<file path="src/rtl/link_pkg.sv">
// Purpose: shared constants for the lighting link unit
// Assumes: core clock 25 MHz, prescaler programmed by software
// Notes: sample counts are in prescaled sample ticks, not core cycles
package link_pkg;

	// ----------------------------------------
	// clocking and sampling
	// ----------------------------------------
	localparam int CORE_CLK_HZ = 25000000;
	localparam int NOMINAL_LINK_HZ = 1200;
	localparam int PRESCALE_W_DEF = 8;
	localparam logic [7:0] PRESCALE_RESET = 8'h00;
	localparam logic [3:0] PHASE_SAMPLES_LAST = 4'hF;
	localparam logic [3:0] MAJ_SAMPLE_A = 4'h6;
	localparam logic [3:0] MAJ_SAMPLE_B = 4'h7;
	localparam logic [3:0] MAJ_SAMPLE_C = 4'h8;
	localparam logic [3:0] PRESHIFT_SAMPLE = 4'h9;
	localparam logic [3:0] PRESHIFT_RESET = 4'hF;

	// ----------------------------------------
	// frame layout
	// ----------------------------------------
	localparam int SHIFT_W = 16;
	localparam logic [4:0] FWD_DATA_BITS = 5'h10;
	localparam logic [4:0] FWD_STOP_LAST = 5'h11;
	localparam logic [4:0] TX_PHASES_LAST = 5'h15;
	localparam logic [4:0] TX_FIRST_SHIFT = 5'h03;
	localparam logic [4:0] TX_STOP_PHASE = 5'h12;
	localparam logic [1:0] PAIR_ONE = 2'h1;
	localparam logic [1:0] PAIR_ZERO = 2'h2;
	localparam logic [1:0] PAIR_IDLE = 2'h3;

	// ----------------------------------------
	// bus failure: two bit periods = four phases
	// ----------------------------------------
	localparam logic [6:0] FAIL_SAMPLES = 7'h40;

	// ----------------------------------------
	// reset values and buffering
	// ----------------------------------------
	localparam logic [7:0] BYTE_RESET = 8'h00;
	localparam logic [3:0] COUNT_RESET = 4'h0;
	localparam int FIFO_DEPTH_DEF = 16;

	typedef enum logic [2:0] {
		ST_IDLE,
		ST_RX,
		ST_PUSH,
		ST_DONE,
		ST_TX
	} link_state_t;

endpackage : link_pkg

</file>
<file path="src/rtl/link_rate_divider.sv">
// Purpose: sample tick generator, one tick every (prescaler+1) core cycles
// Assumes: prescaler value stable while the link is busy
// Notes: sixteen ticks make one bit phase
`timescale 1ns/1ps
module link_rate_divider #(
	parameter int WIDTH = 8
) (
	// clock and reset
	input wire logic core_clk_i,
	input wire logic reset_n_i,
	// control
	input wire logic run_i,
	input wire logic restart_i,
	input wire logic [WIDTH-1:0] divide_i,
	// tick
	output logic tick_o
);

	logic [WIDTH-1:0] count;
	wire at_end = (count == divide_i);

	assign tick_o = run_i & at_end & ~restart_i;

	always_ff @(posedge core_clk_i) begin
		if (!reset_n_i || restart_i) begin
			count <= '0;
		end else if (run_i) begin
			count <= at_end ? '0 : count + 1'b1;
		end
	end

endmodule : link_rate_divider

</file>
<file path="src/rtl/link_word_fifo.sv">
// Purpose: word FIFO between frame receiver and software side
// Assumes: single clock, synchronous active-low reset
// Notes: depth must be a power of two
`timescale 1ns/1ps
module link_word_fifo #(
	parameter int WIDTH = 16,
	parameter int DEPTH = 16
) (
	// clock and reset
	input wire logic core_clk_i,
	input wire logic reset_n_i,
	// fill side
	input wire logic in_valid_i,
	output logic in_ready_o,
	input wire logic [WIDTH-1:0] in_data_i,
	// drain side
	output logic out_valid_o,
	input wire logic out_ready_i,
	output logic [WIDTH-1:0] out_data_o
);

	localparam int AW = $clog2(DEPTH);

	logic [WIDTH-1:0] mem [DEPTH];
	logic [AW:0] wr_ptr;
	logic [AW:0] rd_ptr;

	wire full = (wr_ptr[AW] != rd_ptr[AW]) && (wr_ptr[AW-1:0] == rd_ptr[AW-1:0]);
	wire empty = (wr_ptr == rd_ptr);
	wire do_push = in_valid_i & ~full;
	wire do_pop = out_ready_i & ~empty;

	assign in_ready_o = ~full;
	assign out_valid_o = ~empty;
	assign out_data_o = mem[rd_ptr[AW-1:0]];

	always_ff @(posedge core_clk_i) begin
		if (do_push) begin
			mem[wr_ptr[AW-1:0]] <= in_data_i;
		end
	end

	always_ff @(posedge core_clk_i) begin
		if (!reset_n_i) begin
			wr_ptr <= '0;
			rd_ptr <= '0;
		end else begin
			if (do_push) begin
				wr_ptr <= wr_ptr + 1'b1;
			end
			if (do_pop) begin
				rd_ptr <= rd_ptr + 1'b1;
			end
		end
	end

endmodule : link_word_fifo

</file>
<file path="src/rtl/lighting_link_unit.sv">
// Purpose: bi-phase lighting link receiver/transmitter for a ballast
// Assumes: control bits arrive as plain ports, acknowledge and reads as pulses
// Notes: received frames also queue in a word FIFO for the software side
//
// Operation
// - sample tick is core clock over (prescaler+1)
// - start bit is always a logical one
// - two high stop bits end each frame
// - format error discards frame, back to receive
// - after reset wait for forward start bit
// - forward frame shifted MSB first, bytes loaded
// - good forward frame sets frame done
// - backward byte shifted out MSB first
// - finished backward frame sets frame done
// - nothing new starts until acknowledge
// - pre-shifter samples input in every state
// - force transmit sends backward byte, flags done
// - enable change resets the whole state machine
// - input low two bits in receive flags error
// - status read clears error flag
// - halt freezes registers except low_cnt and divider count, cleared by enable change; other modes no effect
// - majority of samples six to eight, shift at nine
// - only second phase enters data shifter
// - edge copies sample count out, then clears it
// - forward frame: start, address, data, two stops
// - backward frame: start, data, two stops
// - frame done interrupts only when enabled
// - acknowledge clears frame done, self-clearing
`timescale 1ns/1ps
module lighting_link_unit import link_pkg::*; #(
	parameter int PRESCALE_W = PRESCALE_W_DEF,
	parameter int FIFO_DEPTH = FIFO_DEPTH_DEF
) (
	// clock and reset
	input wire logic core_clk_i,
	input wire logic reset_n_i,
	input wire logic halt_i,
	// configuration and control
	input wire logic [PRESCALE_W-1:0] rate_prescaler_i,
	input wire logic unit_enable_i,
	input wire logic transmit_select_i,
	input wire logic force_transmit_i,
	input wire logic frame_acknowledge_i,
	input wire logic frame_irq_enable_i,
	input wire logic status_read_i,
	// backward data
	input wire logic backward_write_i,
	input wire logic [7:0] backward_data_i,
	// link pins
	input wire logic link_input_i,
	output logic link_output_o,
	// status
	output logic [7:0] forward_address_o,
	output logic [7:0] forward_data_o,
	output logic frame_done_flag_o,
	output logic format_error_flag_o,
	output logic receive_state_o,
	output logic [3:0] sample_count_o,
	output logic irq_o,
	// forward frame queue
	output logic fwd_valid_o,
	input wire logic fwd_ready_i,
	output logic [SHIFT_W-1:0] fwd_word_o
);

	// ----------------------------------------
	// state and registers
	// ----------------------------------------
	link_state_t state, next_state;
	logic enable_q, last_samp, maj_a, maj_b, phase_lvl, half, last_tx;
	logic frame_done, error_flag, link_out, fifo_in_ready, tick;
	logic [3:0] samp_cnt, status_cnt, preshift, tx_cnt;
	logic [4:0] bit_cnt, tx_phase;
	logic [6:0] low_cnt;
	logic [SHIFT_W-1:0] shreg;
	logic [7:0] forward_address_reg, forward_data_reg, backward_data_reg;

	// ----------------------------------------
	// global qualifiers
	// ----------------------------------------
	// halt freezes everything but low_cnt and the divider count, which a disable or enable change clears; wait modes need no input at all
	wire run = ~halt_i;
	wire en_toggle = unit_enable_i != enable_q;
	wire fsm_clear = en_toggle | ~unit_enable_i;
	wire active = run & unit_enable_i;
	wire tick_en = tick & active;

	link_rate_divider #(
		.WIDTH(PRESCALE_W)
	) u_divider (
		.core_clk_i(core_clk_i),
		.reset_n_i(reset_n_i),
		.run_i(active),
		.restart_i(en_toggle),
		.divide_i(rate_prescaler_i),
		.tick_o(tick)
	);

	// ----------------------------------------
	// sampling and pre-shifter
	// ----------------------------------------
	wire edge_seen = tick_en & (link_input_i != last_samp);
	wire maj_now = (maj_a & maj_b) | (maj_a & link_input_i) | (maj_b & link_input_i);
	wire phase_tick = tick_en & (samp_cnt == PRESHIFT_SAMPLE);
	wire [1:0] pair = preshift[1:0];
	wire pair_ok = (pair == PAIR_ONE) | (pair == PAIR_ZERO);

	// the counter only wraps mod 16, so a long steady level keeps producing phases
	always_ff @(posedge core_clk_i) begin
		if (!reset_n_i) begin
			last_samp <= 1'b1;
			samp_cnt <= COUNT_RESET;
			status_cnt <= COUNT_RESET;
		end else if (tick_en) begin
			last_samp <= link_input_i;
			if (edge_seen) begin
				status_cnt <= samp_cnt;
				samp_cnt <= COUNT_RESET;
			end else begin
				samp_cnt <= samp_cnt + 4'h1;
			end
		end
	end

	always_ff @(posedge core_clk_i) begin
		if (!reset_n_i) begin
			maj_a <= 1'b1;
			maj_b <= 1'b1;
			phase_lvl <= 1'b1;
			preshift <= PRESHIFT_RESET;
		end else if (tick_en) begin
			if (samp_cnt == MAJ_SAMPLE_A) begin
				maj_a <= link_input_i;
			end
			if (samp_cnt == MAJ_SAMPLE_B) begin
				maj_b <= link_input_i;
			end
			if (samp_cnt == MAJ_SAMPLE_C) begin
				phase_lvl <= maj_now;
			end
			if (samp_cnt == PRESHIFT_SAMPLE) begin
				preshift <= {preshift[2:0], phase_lvl};
			end
		end
	end
	wire in_receive = (state == ST_IDLE) | (state == ST_RX);
	wire fail_hit = tick_en & in_receive & ~link_input_i & (low_cnt == FAIL_SAMPLES - 7'h01);

	always_ff @(posedge core_clk_i) begin
		if (!reset_n_i || fsm_clear) begin
			low_cnt <= 7'h00;
		end else if (tick_en) begin
			if (!in_receive || link_input_i) begin
				low_cnt <= 7'h00;
			end else if (low_cnt != FAIL_SAMPLES) begin
				low_cnt <= low_cnt + 7'h01;
			end
		end
	end

	// ----------------------------------------
	// frame control decode
	// ----------------------------------------
	wire start_seen = (state == ST_IDLE) & phase_tick & (pair == PAIR_ONE);
	wire rx_bit_end = (state == ST_RX) & phase_tick & half;
	wire in_data = bit_cnt < FWD_DATA_BITS;
	wire rx_bad = rx_bit_end & (in_data ? ~pair_ok : (pair != PAIR_IDLE));
	wire rx_shift = rx_bit_end & in_data & pair_ok;
	wire rx_stop_end = rx_bit_end & (bit_cnt == FWD_STOP_LAST) & (pair == PAIR_IDLE);
	wire push_ok = (state == ST_PUSH) & fifo_in_ready & run;
	wire ack_go = (state == ST_DONE) & frame_acknowledge_i;
	// a transmit_select_i request right after a backward frame is turned into receive; force transmit still sends
	wire tx_req = force_transmit_i | (transmit_select_i & ~last_tx);
	wire tx_step = (state == ST_TX) & tick_en & (tx_cnt == PHASE_SAMPLES_LAST);
	wire tx_end = tx_step & (tx_phase == TX_PHASES_LAST);
	wire tx_enter = (next_state == ST_TX) & (state != ST_TX);
	wire tx_shift = tx_step & tx_phase[0] & (tx_phase >= TX_FIRST_SHIFT) & (tx_phase < TX_STOP_PHASE);

	always_comb begin
		next_state = state;
		case (state)
			ST_IDLE: begin
				if (force_transmit_i) begin
					next_state = ST_TX;
				end else if (start_seen) begin
					next_state = ST_RX;
				end
			end
			ST_RX: begin
				if (rx_bad) begin
					next_state = ST_IDLE;
				end else if (rx_stop_end) begin
					next_state = ST_PUSH;
				end
			end
			ST_PUSH: begin
				if (push_ok) begin
					next_state = ST_DONE;
				end
			end
			ST_DONE: begin
				if (ack_go) begin
					next_state = tx_req ? ST_TX : ST_IDLE;
				end
			end
			ST_TX: begin
				if (tx_end) begin
					next_state = ST_DONE;
				end
			end
			default: begin
				next_state = ST_IDLE;
			end
		endcase
		if (fsm_clear) begin
			next_state = ST_IDLE;
		end
	end

	always_ff @(posedge core_clk_i) begin
		if (!reset_n_i) begin
			state <= ST_IDLE;
			enable_q <= 1'b0;
		end else if (run) begin
			state <= next_state;
			enable_q <= unit_enable_i;
		end
	end
	always_ff @(posedge core_clk_i) begin
		if (!reset_n_i || (run && fsm_clear)) begin
			half <= 1'b0;
			bit_cnt <= 5'h00;
		end else if (run) begin
			if (start_seen) begin
				half <= 1'b0;
				bit_cnt <= 5'h00;
			end else if ((state == ST_RX) && phase_tick) begin
				half <= ~half;
				if (half) begin
					bit_cnt <= bit_cnt + 5'h01;
				end
			end
		end
	end
	always_ff @(posedge core_clk_i) begin
		if (!reset_n_i) begin
			shreg <= '0;
		end else if (run) begin
			if (tx_enter) begin
				shreg <= {backward_data_reg, BYTE_RESET};
			end else if (rx_shift) begin
				shreg <= {shreg[SHIFT_W-2:0], pair[0]};
			end else if (tx_shift) begin
				shreg <= {shreg[SHIFT_W-2:0], 1'b0};
			end
		end
	end

	// ----------------------------------------
	// transmit sequencing
	// ----------------------------------------
	// phases 0-1 start bit, 2-17 data, 18-21 stop bits held high
	wire tx_bit = (tx_phase[4:1] == 4'h0) ? 1'b1 : shreg[SHIFT_W-1];
	wire tx_level = (tx_phase >= TX_STOP_PHASE) ? 1'b1 : (tx_phase[0] ? tx_bit : ~tx_bit);

	always_ff @(posedge core_clk_i) begin
		if (!reset_n_i) begin
			tx_cnt <= COUNT_RESET;
			tx_phase <= 5'h00;
			link_out <= 1'b1;
		end else if (run) begin
			link_out <= ((state == ST_TX) && !fsm_clear) ? tx_level : 1'b1;
			if (tx_enter) begin
				tx_cnt <= COUNT_RESET;
				tx_phase <= 5'h00;
			end else if ((state == ST_TX) && tick_en) begin
				tx_cnt <= tx_cnt + 4'h1;
				if (tx_step) begin
					tx_phase <= tx_phase + 5'h01;
				end
			end
		end
	end

	// ----------------------------------------
	// flags
	// ----------------------------------------
	always_ff @(posedge core_clk_i) begin
		if (!reset_n_i) begin
			frame_done <= 1'b0;
			last_tx <= 1'b0;
		end else if (run) begin
			if (fsm_clear) begin
				frame_done <= 1'b0;
				last_tx <= 1'b0;
			end else if (push_ok || tx_end) begin
				frame_done <= 1'b1;
				last_tx <= tx_end;
			end else if (ack_go) begin
				frame_done <= 1'b0;
			end
		end
	end

	// set wins over a clearing read in the same cycle
	always_ff @(posedge core_clk_i) begin
		if (!reset_n_i) begin
			error_flag <= 1'b0;
		end else if (run) begin
			if (rx_bad || fail_hit) begin
				error_flag <= 1'b1;
			end else if (status_read_i) begin
				error_flag <= 1'b0;
			end
		end
	end
	always_ff @(posedge core_clk_i) begin
		if (!reset_n_i) begin
			forward_address_reg <= BYTE_RESET;
			forward_data_reg <= BYTE_RESET;
			backward_data_reg <= BYTE_RESET;
		end else if (run) begin
			if (push_ok) begin
				forward_address_reg <= shreg[15:8];
				forward_data_reg <= shreg[7:0];
			end
			if (backward_write_i) begin
				backward_data_reg <= backward_data_i;
			end
		end
	end

	// a full queue holds the frame in push, which stalls further reception
	link_word_fifo #(
		.WIDTH(SHIFT_W),
		.DEPTH(FIFO_DEPTH)
	) u_fifo (
		.core_clk_i(core_clk_i),
		.reset_n_i(reset_n_i),
		.in_valid_i((state == ST_PUSH) & run),
		.in_ready_o(fifo_in_ready),
		.in_data_i(shreg),
		.out_valid_o(fwd_valid_o),
		.out_ready_i(fwd_ready_i & run),
		.out_data_o(fwd_word_o)
	);
	assign link_output_o = link_out;
	assign forward_address_o = forward_address_reg;
	assign forward_data_o = forward_data_reg;
	assign frame_done_flag_o = frame_done;
	assign format_error_flag_o = error_flag;
	assign receive_state_o = (state != ST_TX);
	assign sample_count_o = status_cnt;
	assign irq_o = frame_done & frame_irq_enable_i;

endmodule : lighting_link_unit

</file>
<file path="config.mk">
export PLATFORM = sky130hd
export DESIGN_NAME = lighting_link_unit
export DESIGN_NICKNAME = d
export VERILOG_FILES = /design/src/rtl/link_pkg.sv /design/src/rtl/link_rate_divider.sv /design/src/rtl/link_word_fifo.sv /design/src/rtl/lighting_link_unit.sv
export SDC_FILE = /design/constraint.sdc
export NUM_CORES = 1
export LEC_CHECK = 0
export BUFFER_PORTS_ARGS = -buffer_cell sky130_fd_sc_hd__buf_2
export CAP_MARGIN = 20
export CORE_AREA = 2 2 212 214
export CTS_BUF_LIST = sky130_fd_sc_hd__clkbuf_8
export DETAILED_ROUTE_END_ITERATION = 8
export DIE_AREA = 0 0 214 216
export PLACE_DENSITY = 0.62
export SLEW_MARGIN = 20
export SYNTH_ARGS = -nofsm -noshare
export SYNTH_HDL_FRONTEND = slang
export SYNTH_HIERARCHICAL = 1
export SYNTH_SLANG_ARGS = --single-unit
export TNS_END_PERCENT = 5
</file>
<file path="constraint.sdc">
create_clock -name core_clk_i -period 3.7 [get_ports core_clk_i]
set_input_delay 0.37 -clock core_clk_i [delete_from_list [all_inputs] [get_ports core_clk_i]]
set_output_delay 0.37 -clock core_clk_i [all_outputs]
set_load 0.005 [all_outputs]
</file>
==> key figures, run 1 <==
Global route
  – Initial antenna violation count: 0
  – Vias in the first global route: 8837
  – Total track usage: 0.142
  – Largest net degree at the start of global routing: 65
  – First-pass GRT wire length: 51100 um
  – Gr ovfl total: 0

Clock network
  – Cts bufs inserted: 58
  – Post-CTS Setup Bufs: 0
  – CTS root buffer: clkbuf_8
  – Worst skew pair latency: 0.66 ns
  – Reg clk slew, reported paths: 0.06 ns
  – Clock Sinks: 362
  – CTS tree: done
  – Resize count post-CTS: 0
  – H-tree levels: 2
  – Max clock buf depth: 3

Timing
  – Final Cycle Share: 0.871
  – RSZ-0062 raised after global routing: false
  – Fin crit period: 3.22 ns
  – Worst-Margin Slew: 0.970 ns
  – Relative slew slack: 0.352
  – Setup TNS: 0 ns
  – Total count of hold-check failures in the final report: 0
  – Final number of setup-violating endpoints: 0
  – Setup ws final: 0.477 ns
  – Pins Over Slew Limit: 0
  – Fmax: 310 MHz
  – Clock Skews: 0.0415 ns

Power
  – Power, Total: 7.79 mW
  – Max VDD drop: 276 uV
  – P per Cell Area: 447 nW/um^2
  – Leak Pwr: 5.94 nW

Placement
  – Placed cell areas: 16200 um^2
  – PortBufs: 69
  – Pre-CTS setup slack: 0.343 ns
  – Routability Congestion: 0.794
  – Post-detail-place hpwl: 20500 um

Layout
  – Flip-flop count of the largest register after layout: 256
  – Layout net count: 1133
  – N_diodes: 0
  – Post-route cell area: 17400 um^2
  – Area added between synthesis and finish: 14.8%
  – Layout cell share with drive strength beyond 1: 0.229

Detailed routing
  – Remaining DRCs: 0
  – DR WL/cell: 18.9 um
  – Routed vias/inst: 5.01
  – Detailed-route via count: 8648
  – Antenna viol nets, final: 0
  – Total Wirelength: 32700 um
  – DRT iter0 DRCs: 669
  – Drt first pass iters: 5

Synth
  – Seq cells post-synth: 362
  – Seq/Total Area, Yosys: 0.647
  – Post-synth ARST share: 0
  – Main synth FF type: edfxtp_1
  – Yosys warns: 6
  – Mapped Area: 15200 um^2
  – Avg Synthesized Cell Area: 15.6 um^2
  – EDFF count, synth: 256
  – Cell taking the most area after synthesis: edfxtp_1
  – Syn Nets: 1020
  – Share of the synthesized area in the top cell type: 0.507
  – Synth area leaders: edfxtp_1 (51%), dfxtp_1 (14%), mux4_2 (6.5%), mux4_1 (6.2%), mux2i_1 (2.2%)
  – Yosys cell types: 74
  – Post-Synthesis Cells: 971

Floorplan
  – Initial Utilization: 0.346
  – Core region area: 43800 um^2
  – Die X: 214 um
  – IO Count: 70
  – Die area: 46200 um^2
  – # rows: 77
  – Die H: 216 um

Worst hold path
  – Hold Path Class: in2reg

Status
  – Status: finished, final reports clean

Setup path
  – Worst Path Arrival: 2.85 ns
  – CP max FO: 23
  – Crit start category: flop
  – Req. time, crit path: 3.33 ns
  – Kind of critical path: reg2out
  – CP endpoint kind: output pin

Run
  – Max-cap viol count: 0
-- what timing repair did --
item,4_1_cts,5_1_grt
hold buffers,6,0
setup endpoints to repair,0,0
hold endpoints to repair,6,0
-- stage by stage --
stage           util  hold WS [ns]  std cells
2_1_floorplan      -         0.441        971
3_3_place_gp   0.370         0.444       1610
3_5_place_dp   0.370         0.448       1610
4_1_cts        0.397        0.0290       1725
5_1_grt        0.397        0.0628       1725
6_report       0.397        0.0642       1725
-- worst paths after layout --
check | start | end | slack, ns | depth (start not counted)
worst max-delay path | flop | fwd_word_o[0] | 0.48 | 4
worst min-delay path | backward_data_i[5] | backward_data_reg[5] | 0.06 | 3
worst max register to register | u_divider/count[5] | shreg[13] | 0.58 | 8
worst min register to register | forward_address_o[5] | forward_address_o[5] | 0.46 | 2
-- power by group --
group	switching (mW)	total [mW]	internal, mW	leakage [nW]
Combinational	0.0930	0.167	0.0740	2.00
Clock	1.59	3.30	1.71	0.660
Sequential	0.0194	4.32	4.30	3.28
-- worst max-delay path: stages, from the launching register on --
cell	delay, ns
dfxtp_4	0.61
buf_12	0.27
mux4_1	0.64
mux4_2	0.53
buf_2	0.15
-- synth_stat cells, types with 8 or more instances --
cell type / number
nand4_1: 16
dfxtp_1: 106
mux4_2: 44
nand3_1: 16
o31ai_1: 10
a21oi_2: 8
edfxtp_1: 256
xnor2_1: 15
mux2i_1: 33
nor2_1: 56
clkbuf_1: 21
a21oi_1: 43
mux4_1: 36
and3_1: 21
inv_1: 20
nand2b_1: 9
buf_2: 9
xor2_1: 18
ha_1: 21
nand2_1: 82
o21ai_0: 15
-- cells by family after synthesis --
kind of cell | synth area share
muxes | 0.149
DFF | 0.647
buffers and inverters | 0.0242
xor gates and xnor gates | 0.0191
AOI/OAI and AO/OA | 0.0531
adders and majority gates | 0.0180
and+or+nand+nor | 0.0894
-- cell usage in the layout (no fill, tap or decap), types with 21 or more instances in the layout --
cell type | synthesis | final
buf_2 | 9 | 69
mux2i_1 | 33 | 33
edfxtp_1 | 256 | 256
ha_1 | 21 | 21
a21oi_1 | 43 | 42
nand2_1 | 82 | 82
mux4_2 | 44 | 44
and3_1 | 21 | 21
buf_4 | 3 | 24
dfxtp_1 | 106 | 104
inv_1 | 20 | 39
nor2_1 | 56 | 56
mux4_1 | 36 | 36
clkbuf_8 | 0 | 66
-- cell type report --
type / instances / area (um^2)
repair buffers: 102 / 646
well taps: 592 / 741
multi-input cells: 539 / 4990
fillers: 4011 / 26400
clock buffers: 66 / 908
clock inverters: 43 / 234
flip-flops and latches: 362 / 9810
inverters: 21 / 78.8
-- per-layer routing --
layer | vias up | GRT usage | routed length [um]
met1 | 4369 | 0.202 | 15400
li1 | 4015 | - | -
met4 | 0 | 0.0457 | 698
met5 | - | 0 | 0
met3 | 55 | 0.0292 | 1590
met2 | 209 | 0.219 | 14900
Note: power is estimated with default switching activity, not from simulation.
==> inputs of run 2 (changes only) <==
Settings changed: ABC_AREA from default to 1, CORE_AREA 2 2 212 214 to 2 2 216 218, DIE_AREA 0 0 214 216 to 0 0 218 220.
==> run 2 against run 1 <==
Net effect: sequential share of layout area is 1.6 points lower; global-route usage rose by 1.6 points; non-clock buffer count decreased by 3; sequential power about the same; cell area increased by 3.0%; final cell count is 33% higher; wire length increased by 14%; utilization fell by 0.61 points; die area increased by 3.8%; combinational power is 37% lower; highest routed layer unchanged.
==> key figures, run 2 <==
Placement
  – Placed cell areas: 16800 um^2 (was 16200 um^2)
  – PortBufs: 69 (unchanged)
  – Routability Congestion: 0.827 (was 0.794)
  – Post-detail-place hpwl: 22600 um (was 20500 um)

Status
  – Status: finished, final reports clean (unchanged)

Clock network
  – Clock Sinks: 362 (unchanged)
  – Max clock buf depth: 3 (unchanged)
  – Worst skew pair latency: 0.67 ns (was 0.66 ns)
  – Cts bufs inserted: 60 (was 58)
  – Post-CTS Setup Bufs: 0 (unchanged)
  – H-tree levels: 2 (unchanged)
  – CTS tree: done (unchanged)
  – CTS root buffer: clkbuf_8 (unchanged)
  – Reg clk slew, reported paths: 0.06 ns (about the same)

Global route
  – Gr ovfl total: 0 (unchanged)
  – Total track usage: 0.158 (was 0.142)
  – First-pass GRT wire length: 59200 um (was 51100 um)
  – Largest net degree at the start of global routing: 83 (was 65)
  – Vias in the first global route: 10800 (was 8837)
  – Initial antenna violation count: 0 (unchanged)

Synth
  – Avg Synthesized Cell Area: 10.1 um^2 (was 15.6 um^2)
  – Seq/Total Area, Yosys: 0.623 (was 0.647)
  – Post-synth ARST share: 0 (unchanged)
  – Share of the synthesized area in the top cell type: 0.488 (was 0.507)
  – Commonest cells in the netlist: edfxtp_1 (256), nand2_1 (236), inv_1 (215) (was edfxtp_1 (256), dfxtp_1 (106), nand2_1 (82))
  – Cell taking the most area after synthesis: edfxtp_1 (unchanged)
  – Mapped Area: 15700 um^2 (was 15200 um^2)
  – Syn Nets: 1603 (was 1020)
  – Main synth FF type: edfxtp_1 (unchanged)
  – Post-Synthesis Cells: 1554 (was 971)
  – Yosys cell types: 43 (was 74)
  – EDFF count, synth: 256 (unchanged)
  – Seq cells post-synth: 362 (unchanged)
  – Most numerous cell in the Yosys netlist: edfxtp_1 (unchanged)
  – Synth area leaders: edfxtp_1 (49%), dfxtp_1 (13%), nand2_1 (5.6%), inv_1 (5.1%), nand3_1 (4.6%) (was edfxtp_1 (51%), dfxtp_1 (14%), mux4_2 (6.5%), mux4_1 (6.2%), mux2i_1 (2.2%))
  – Yosys warns: 6 (unchanged)

Timing
  – Relative slew slack: 0.449 (was 0.352)
  – Pins Over Slew Limit: 0 (unchanged)
  – Worst-Margin Slew: 0.825 ns (was 0.970 ns)
  – Total count of hold-check failures in the final report: 0 (unchanged)
  – Final Cycle Share: 0.812 (was 0.871)
  – Fmax: 333 MHz (was 310 MHz)
  – Fin crit period: 3.01 ns (was 3.22 ns)
  – RSZ-0062 raised after global routing: false (unchanged)
  – WHS: 0.0523 ns (was 0.0642 ns)
  – Setup TNS: 0 ns (unchanged)
  – Clock Skews: 0.0407 ns (was 0.0415 ns)
  – Final number of setup-violating endpoints: 0 (unchanged)

Power
  – Combinational power share: 0.013 (was 0.021)
  – Clock Power Share: 0.436 (was 0.424)
  – Power, Total: 7.83 mW (was 7.79 mW)
  – Switching Fraction: 0.219 (was 0.218)
  – Sequential power share: 0.551 (was 0.555)
  – Int Power: 6.12 mW (was 6.09 mW)
  – Leak Pwr: 6.83 nW (was 5.94 nW)
  – Max VDD drop: 300 uV (was 276 uV)
  – P per Cell Area: 436 nW/um^2 (was 447 nW/um^2)
  – Switching Power: 1.71 mW (was 1.70 mW)

Run
  – Max-cap viol count: 0 (unchanged)

Setup path
  – Crit-path leading delay family: flip-flops (was multiplexers)
  – Reg2reg setup slack: 1.01 ns (was 0.58 ns)
  – Most common cell on crit path: nand3_1
  – Kind of critical path: reg2out (unchanged)
  – Req. time, crit path: 3.33 ns (about the same)
  – Crit path largest cell delay: 0.80 ns (was 0.64 ns)
  – R2R depth: 16 (was 8)
  – Crit-path cells: buf_4 > a21oi_1 > o21ai_0 > nand3_1 > nand3_1 > nand2_1 > buf_2 (was buf_12 > mux4_1 > mux4_2 > buf_2)
  – Worst Path Arrival: 2.64 ns (was 2.85 ns)
  – CP endpoint kind: output pin (unchanged)
  – R2r startpoint: u_divider/count[2] (was u_divider/count[5])
  – CP max FO: 73 (was 23)
  – Crit Reg-Reg Endpoint: shreg[15] (was shreg[13])
  – Worst-path cell with the longest stage delay: dfxtp_4 (was mux4_1)
  – Buffer and inverter count on the worst path: 2 (unchanged)
  – Crit start category: flop (unchanged)

Detailed routing
  – Remaining DRCs: 0 (unchanged)
  – Antenna viol nets, final: 0 (unchanged)
  – DRT iter0 DRCs: 867 (was 669)
  – Routed vias/inst: 4.90 (was 5.01)
  – Drt first pass iters: 5 (unchanged)
  – DR WL/cell: 16.3 um (was 18.9 um)
  – Total Wirelength: 37400 um (was 32700 um)
  – Detailed-route via count: 11200 (was 8648)

Worst hold path
  – Hold Path Class: in2reg (unchanged)
  – Hold Crit Start: backward_data_i[4] (was backward_data_i[5])
  – Worst Hold Depth: 3 (unchanged)
  – Hold endpoint: backward_data_reg[4] (was backward_data_reg[5])

Layout
  – Area added between synthesis and finish: 14.0% (was 14.8%)
  – Post-route cell area: 17900 um^2 (was 17400 um^2)
  – N_diodes: 0 (unchanged)
  – Leading cell type in the layout, fill and taps excluded: edfxtp_1 (unchanged)
  – Flip-flop count of the largest register after layout: 256 (unchanged)
  – Fin util: 0.391 (was 0.397)
  – Layout cell share with drive strength beyond 1: 0.137 (was 0.229)
  – Most frequent cells in the layout: edfxtp_1 (256), nand2_1 (236), inv_1 (231) (was edfxtp_1 (256), dfxtp_1 (104), nand2_1 (82))
  – Layout net count: 1693 (was 1133)

Floorplan
  – Die X: 218 um (was 214 um)
  – IO Count: 70 (unchanged)
  – Die area: 48000 um^2 (was 46200 um^2)
  – Initial Utilization: 0.343 (was 0.346)
  – Die H: 220 um (was 216 um)
  – Core region area: 45900 um^2 (was 43800 um^2)
  – # rows: 79 (was 77)
==> run 2: changes by cell type after synthesis, moves of 33 or more <==
cell	delta
mux2i_1	-33
o211ai_1	+60
nand3_1	+130
o21ai_0	+85
inv_1	+195
mux4_2	-44
a21oi_1	+89
mux4_1	-36
nor2_1	+33
nand2_1	+154
==> run 2: worst reg2reg max path: stages, from the launching register on <==
cell     delay [ns]
dfxtp_1        0.42
inv_1          0.06
nand2_1        0.05
nand2_1        0.05
nor2_2         0.12
nand3_2        0.12
nor3_1         0.33
nand3_4        0.25
nor2_8         0.22
nand3_4        0.10
nand2_2        0.08
nand2_2        0.08
nand3_2        0.29
nand2_1        0.12
nand2_2        0.18
nor2_1         0.08
nor2_1         0.08
==> run 2: timing repair <==
item	4_1_cts	5_1_grt
setup endpoints to repair	0	0
resized for setup	0	0
endpoints found under the hold margin	2	0
hold buffers	2	0
==> run 2: cell type report <==
class	instances	area (um^2)
Fill cell	4455	27900
Inverter	224	843
Sequential cell	362	9820
Clock buffer	66	908
Clock inverter	41	253
Tap cell	607	759
Multi-Input combinational cell	897	4750
Timing Repair Buffer	99	613
==> run 2: worst max-delay path by stage <==
stage	endpoint	slack (ns)	cells past startpoint
after detailed placement	shreg[15]	0.53	18
after global placement	shreg[0]	0.65	18
after CTS	fwd_word_o[0]	0.63	7
after floorplan	u_fifo/mem[3][0]	1.22	5
after global routing	fwd_word_o[0]	0.44	7
final	fwd_word_o[0]	0.69	7
==> run 2: power groups by stage <==
stage,registers (mW),logic [mW],clock network (mW)
2_1_floorplan,4.39,0.0643,0
3_3_place_gp,4.40,0.101,0
3_5_place_dp,4.40,0.103,0
4_1_cts,4.31,0.105,3.52
5_1_grt,4.31,0.116,3.68
6_report,4.31,0.105,3.41
==> run 2: stage by stage <==
stage | std cells | worst slack, ns
floorplan | 1554 | 1.22
global placement | 2187 | 0.648
detailed placement | 2187 | 0.529
CTS | 2296 | 0.635
global route | 2296 | 0.442
finish | 2296 | 0.694
==> run 2: kinds of logic (layout without fill, tap and decap cells) <==
group | Yosys count | after routing | synth area share
AOI/OAI and AO/OA | 312 | 312 | 0.113
xor gates and xnor gates | 20 | 20 | 0.0111
adders and majority gates | 21 | 21 | 0.0167
buffers and inverters | 295 | 430 | 0.0764
DFF | 362 | 362 | 0.623
and+or+nand+nor | 544 | 544 | 0.160
==> run 2: layer usage <==
metal	up-vias	GRT usage	share of wire
met2	318	0.264	0.48
li1	5485	-	-
met5	-	0	0
met4	0	0.0599	0.025
met1	5373	0.203	0.44
met3	66	0.0327	0.062
==> inputs of run 3 (changes only) <==
Clock period 3.7 ns to 3.02 ns, I/O delays scaled along.
==> run 3 against run 2 <==
Net effect: clock power rose by 13%; die area stayed put; critical path depth shrank 1; clock-buffer cell count fell by 3; highest routed layer unchanged; sequential cell count is the same.
==> key figures, run 3 (synthesis results as in run 2) <==
Setup path
  – CP endpoint kind: output pin (unchanged)
  – Worst Path Arrival: 2.37 ns (was 2.64 ns)
  – Crit Reg-Reg Endpoint: tx_phase[2] (was shreg[15])
  – Req. time, crit path: 2.72 ns (was 3.33 ns)
  – Crit-path cells: buf_4 > o211ai_1 > nand3_1 > nand3_1 > nand2_1 > buf_2 (was buf_4 > a21oi_1 > o21ai_0 > nand3_1 > nand3_1 > nand2_1 > buf_2)
  – R2R depth: 15 (was 16)
  – Buffer and inverter count on the worst path: 2 (unchanged)
  – Kind of critical path: reg2out (unchanged)
  – Crit start category: flop (unchanged)
  – R2r startpoint: u_divider/count[3] (was u_divider/count[2])
  – Reg2reg setup slack: 0.50 ns (was 1.01 ns)
  – Crit-path leading delay family: flip-flops (unchanged)
  – Most common cell on crit path: nand3_1 (unchanged)
  – Critical Path Sink: fwd_word_o[10] (was fwd_word_o[0])
  – CP max FO: 37 (was 73)
  – Crit path largest cell delay: 0.62 ns (was 0.80 ns)
  – Crit. path cell count: 6 (was 7)
  – Worst-path cell with the longest stage delay: dfxtp_4 (unchanged)

Worst hold path
  – Hold Path Class: in2reg (unchanged)
  – Hold Crit Start: reset_n_i (was backward_data_i[4])
  – Worst Hold Depth: 2 (was 3)

Floorplan
  – Core region area: 45900 um^2 (unchanged)
  – Die H: 220 um (unchanged)
  – Die X: 218 um (unchanged)
  – Initial Utilization: 0.343 (unchanged)
  – IO Count: 70 (unchanged)
  – # rows: 79 (unchanged)
  – Die area: 48000 um^2 (unchanged)

Power
  – Sequential power share: 0.568 (was 0.551)
  – Switching Fraction: 0.220 (was 0.219)
  – Power, Total: 9.30 mW (was 7.83 mW)
  – Switching Power: 2.04 mW (was 1.71 mW)
  – Leak Pwr: 6.68 nW (was 6.83 nW)
  – Combinational power share: 0.015 (was 0.013)
  – P per Cell Area: 516 nW/um^2 (was 436 nW/um^2)
  – Int Power: 7.25 mW (was 6.12 mW)
  – Clock Power Share: 0.416 (was 0.436)
  – Max VDD drop: 375 uV (was 300 uV)

Global route
  – Largest net degree at the start of global routing: 90 (was 83)
  – First-pass GRT wire length: 58000 um (was 59200 um)
  – Gr ovfl total: 0 (unchanged)
  – Total track usage: 0.156 (was 0.158)
  – Initial antenna violation count: 0 (unchanged)
  – Vias in the first global route: 10600 (was 10800)

Detailed routing
  – Remaining DRCs: 0 (unchanged)
  – Drt first pass iters: 5 (unchanged)
  – Total Wirelength: 37200 um (was 37400 um)
  – Routed vias/inst: 4.80 (was 4.90)
  – Detailed-route via count: 11100 (was 11200)
  – Antenna viol nets, final: 0 (unchanged)
  – DRT iter0 DRCs: 650 (was 867)
  – DR WL/cell: 16.1 um (was 16.3 um)

Timing
  – Final Cycle Share: 0.886
  – Final number of setup-violating endpoints: 0 (unchanged)
  – Relative slew slack: 0.441 (was 0.449)
  – Total count of hold-check failures in the final report: 0 (unchanged)
  – Pins Over Slew Limit: 0 (unchanged)
  – Clock Skews: 0.0230 ns (was 0.0407 ns)
  – Fin crit period: 2.68 ns
  – RSZ-0062 raised after global routing: false (unchanged)
  – Worst-Margin Slew: 0.838 ns (was 0.825 ns)
  – Setup TNS: 0 ns (unchanged)
  – Setup ws final: 0.343 ns (was 0.694 ns)
  – Fmax: 374 MHz
  – WHS: 0.123 ns (was 0.0523 ns)

Status
  – Status: finished, final reports clean (unchanged)

Clock network
  – Post-CTS Setup Bufs: 0 (unchanged)
  – CTS tree: done (unchanged)
  – H-tree levels: 2 (unchanged)
  – Reg clk slew, reported paths: 0.06 ns (about the same)
  – Clock Sinks: 362 (unchanged)
  – Cts bufs inserted: 59 (was 60)
  – Max clock buf depth: 3 (unchanged)
  – CTS root buffer: clkbuf_8 (unchanged)
  – Worst skew pair latency: 0.65 ns (was 0.67 ns)

Run
  – Max-cap viol count: 0 (unchanged)

Layout
  – Most frequent cells in the layout: edfxtp_1 (256), nand2_1 (236), inv_1 (233) (was edfxtp_1 (256), nand2_1 (236), inv_1 (231))
  – Area added between synthesis and finish: 14.3% (was 14.0%)
  – Layout cell share with drive strength beyond 1: 0.134 (was 0.137)
  – Leading cell type in the layout, fill and taps excluded: edfxtp_1 (unchanged)
  – Layout net count: 1705 (was 1693)
  – Flip-flop count of the largest register after layout: 256 (unchanged)

Placement
  – PortBufs: 69 (unchanged)
  – Post-detail-place hpwl: 22700 um (was 22600 um)
  – Pre-CTS setup slack: 0.121 ns (was 0.529 ns)
  – Routability Congestion: 0.830 (was 0.827)
==> run 3: power groups by stage <==
stage	combinational [mW]	clock (mW)	sequential [mW]
floorplan	0.0788	0	5.38
global placement	0.126	0	5.39
detailed placement	0.129	0	5.39
CTS	0.141	4.01	5.28
global route	0.159	4.21	5.28
finish	0.142	3.87	5.28
==> run 3: per-layer routing <==
layer  global-route usage  vias up  wire length, um
li1                     -     5515                -
met1                0.193     5248            16000
met2                0.269      272            18000
met3               0.0380       59             2320
met4               0.0494        0              899
met5                    0        -                0
==> run 3: worst register-to-register path, stage by stage (launching register included) <==
cell and delay, ns:
dfxtp_1 0.37, inv_1 0.10, nand2_1 0.06, nand2_1 0.04
nor2_1 0.12, nand3_2 0.13, nor3_2 0.19, nand3_4 0.23
nor2_8 0.22, nand3_4 0.10, nand2_2 0.08, nand2_2 0.09
nand4_4 0.28, nand2_1 0.20, nand2_1 0.11, a21oi_1 0.06
==> run 3: area by class of cell <==
class                           count  area, um^2
Sequential cell                   362        9820
Clock buffer                       63         867
Fill cell                        4477       27900
Tap cell                          607         759
Clock inverter                     45         203
Multi-Input combinational cell    897        4760
Inverter                          224         843
Timing Repair Buffer              112         748
Antenna cell                        1        2.50
==> run 3: worst min path at each step <==
stage	end	slack (ns)
final	last_samp	0.12
after global routing	last_samp	0.10
after CTS	state[0]	0.06
after detailed placement	forward_data_o[3]	0.46
after global placement	forward_address_o[3]	0.45
after floorplan	backward_data_reg[0]	0.42
==> run 3: through the flow <==
| step | area (um^2) | instances | util |
|---|---|---|---|
| after floorplan | 15700 | 1554 | - |
| after global placement | 16800 | 2190 | 0.366 |
| after detailed placement | 16800 | 2190 | 0.366 |
| after CTS | 18000 | 2310 | 0.392 |
| after global routing | 18000 | 2310 | 0.392 |
| final | 18000 | 2311 | 0.392 |
==> run 3: timing repair <==
item,CTS,global route
hold buffers,12,0
endpoints found under the setup margin,0,10
endpoints found under the hold margin,11,0
resized for setup,0,2
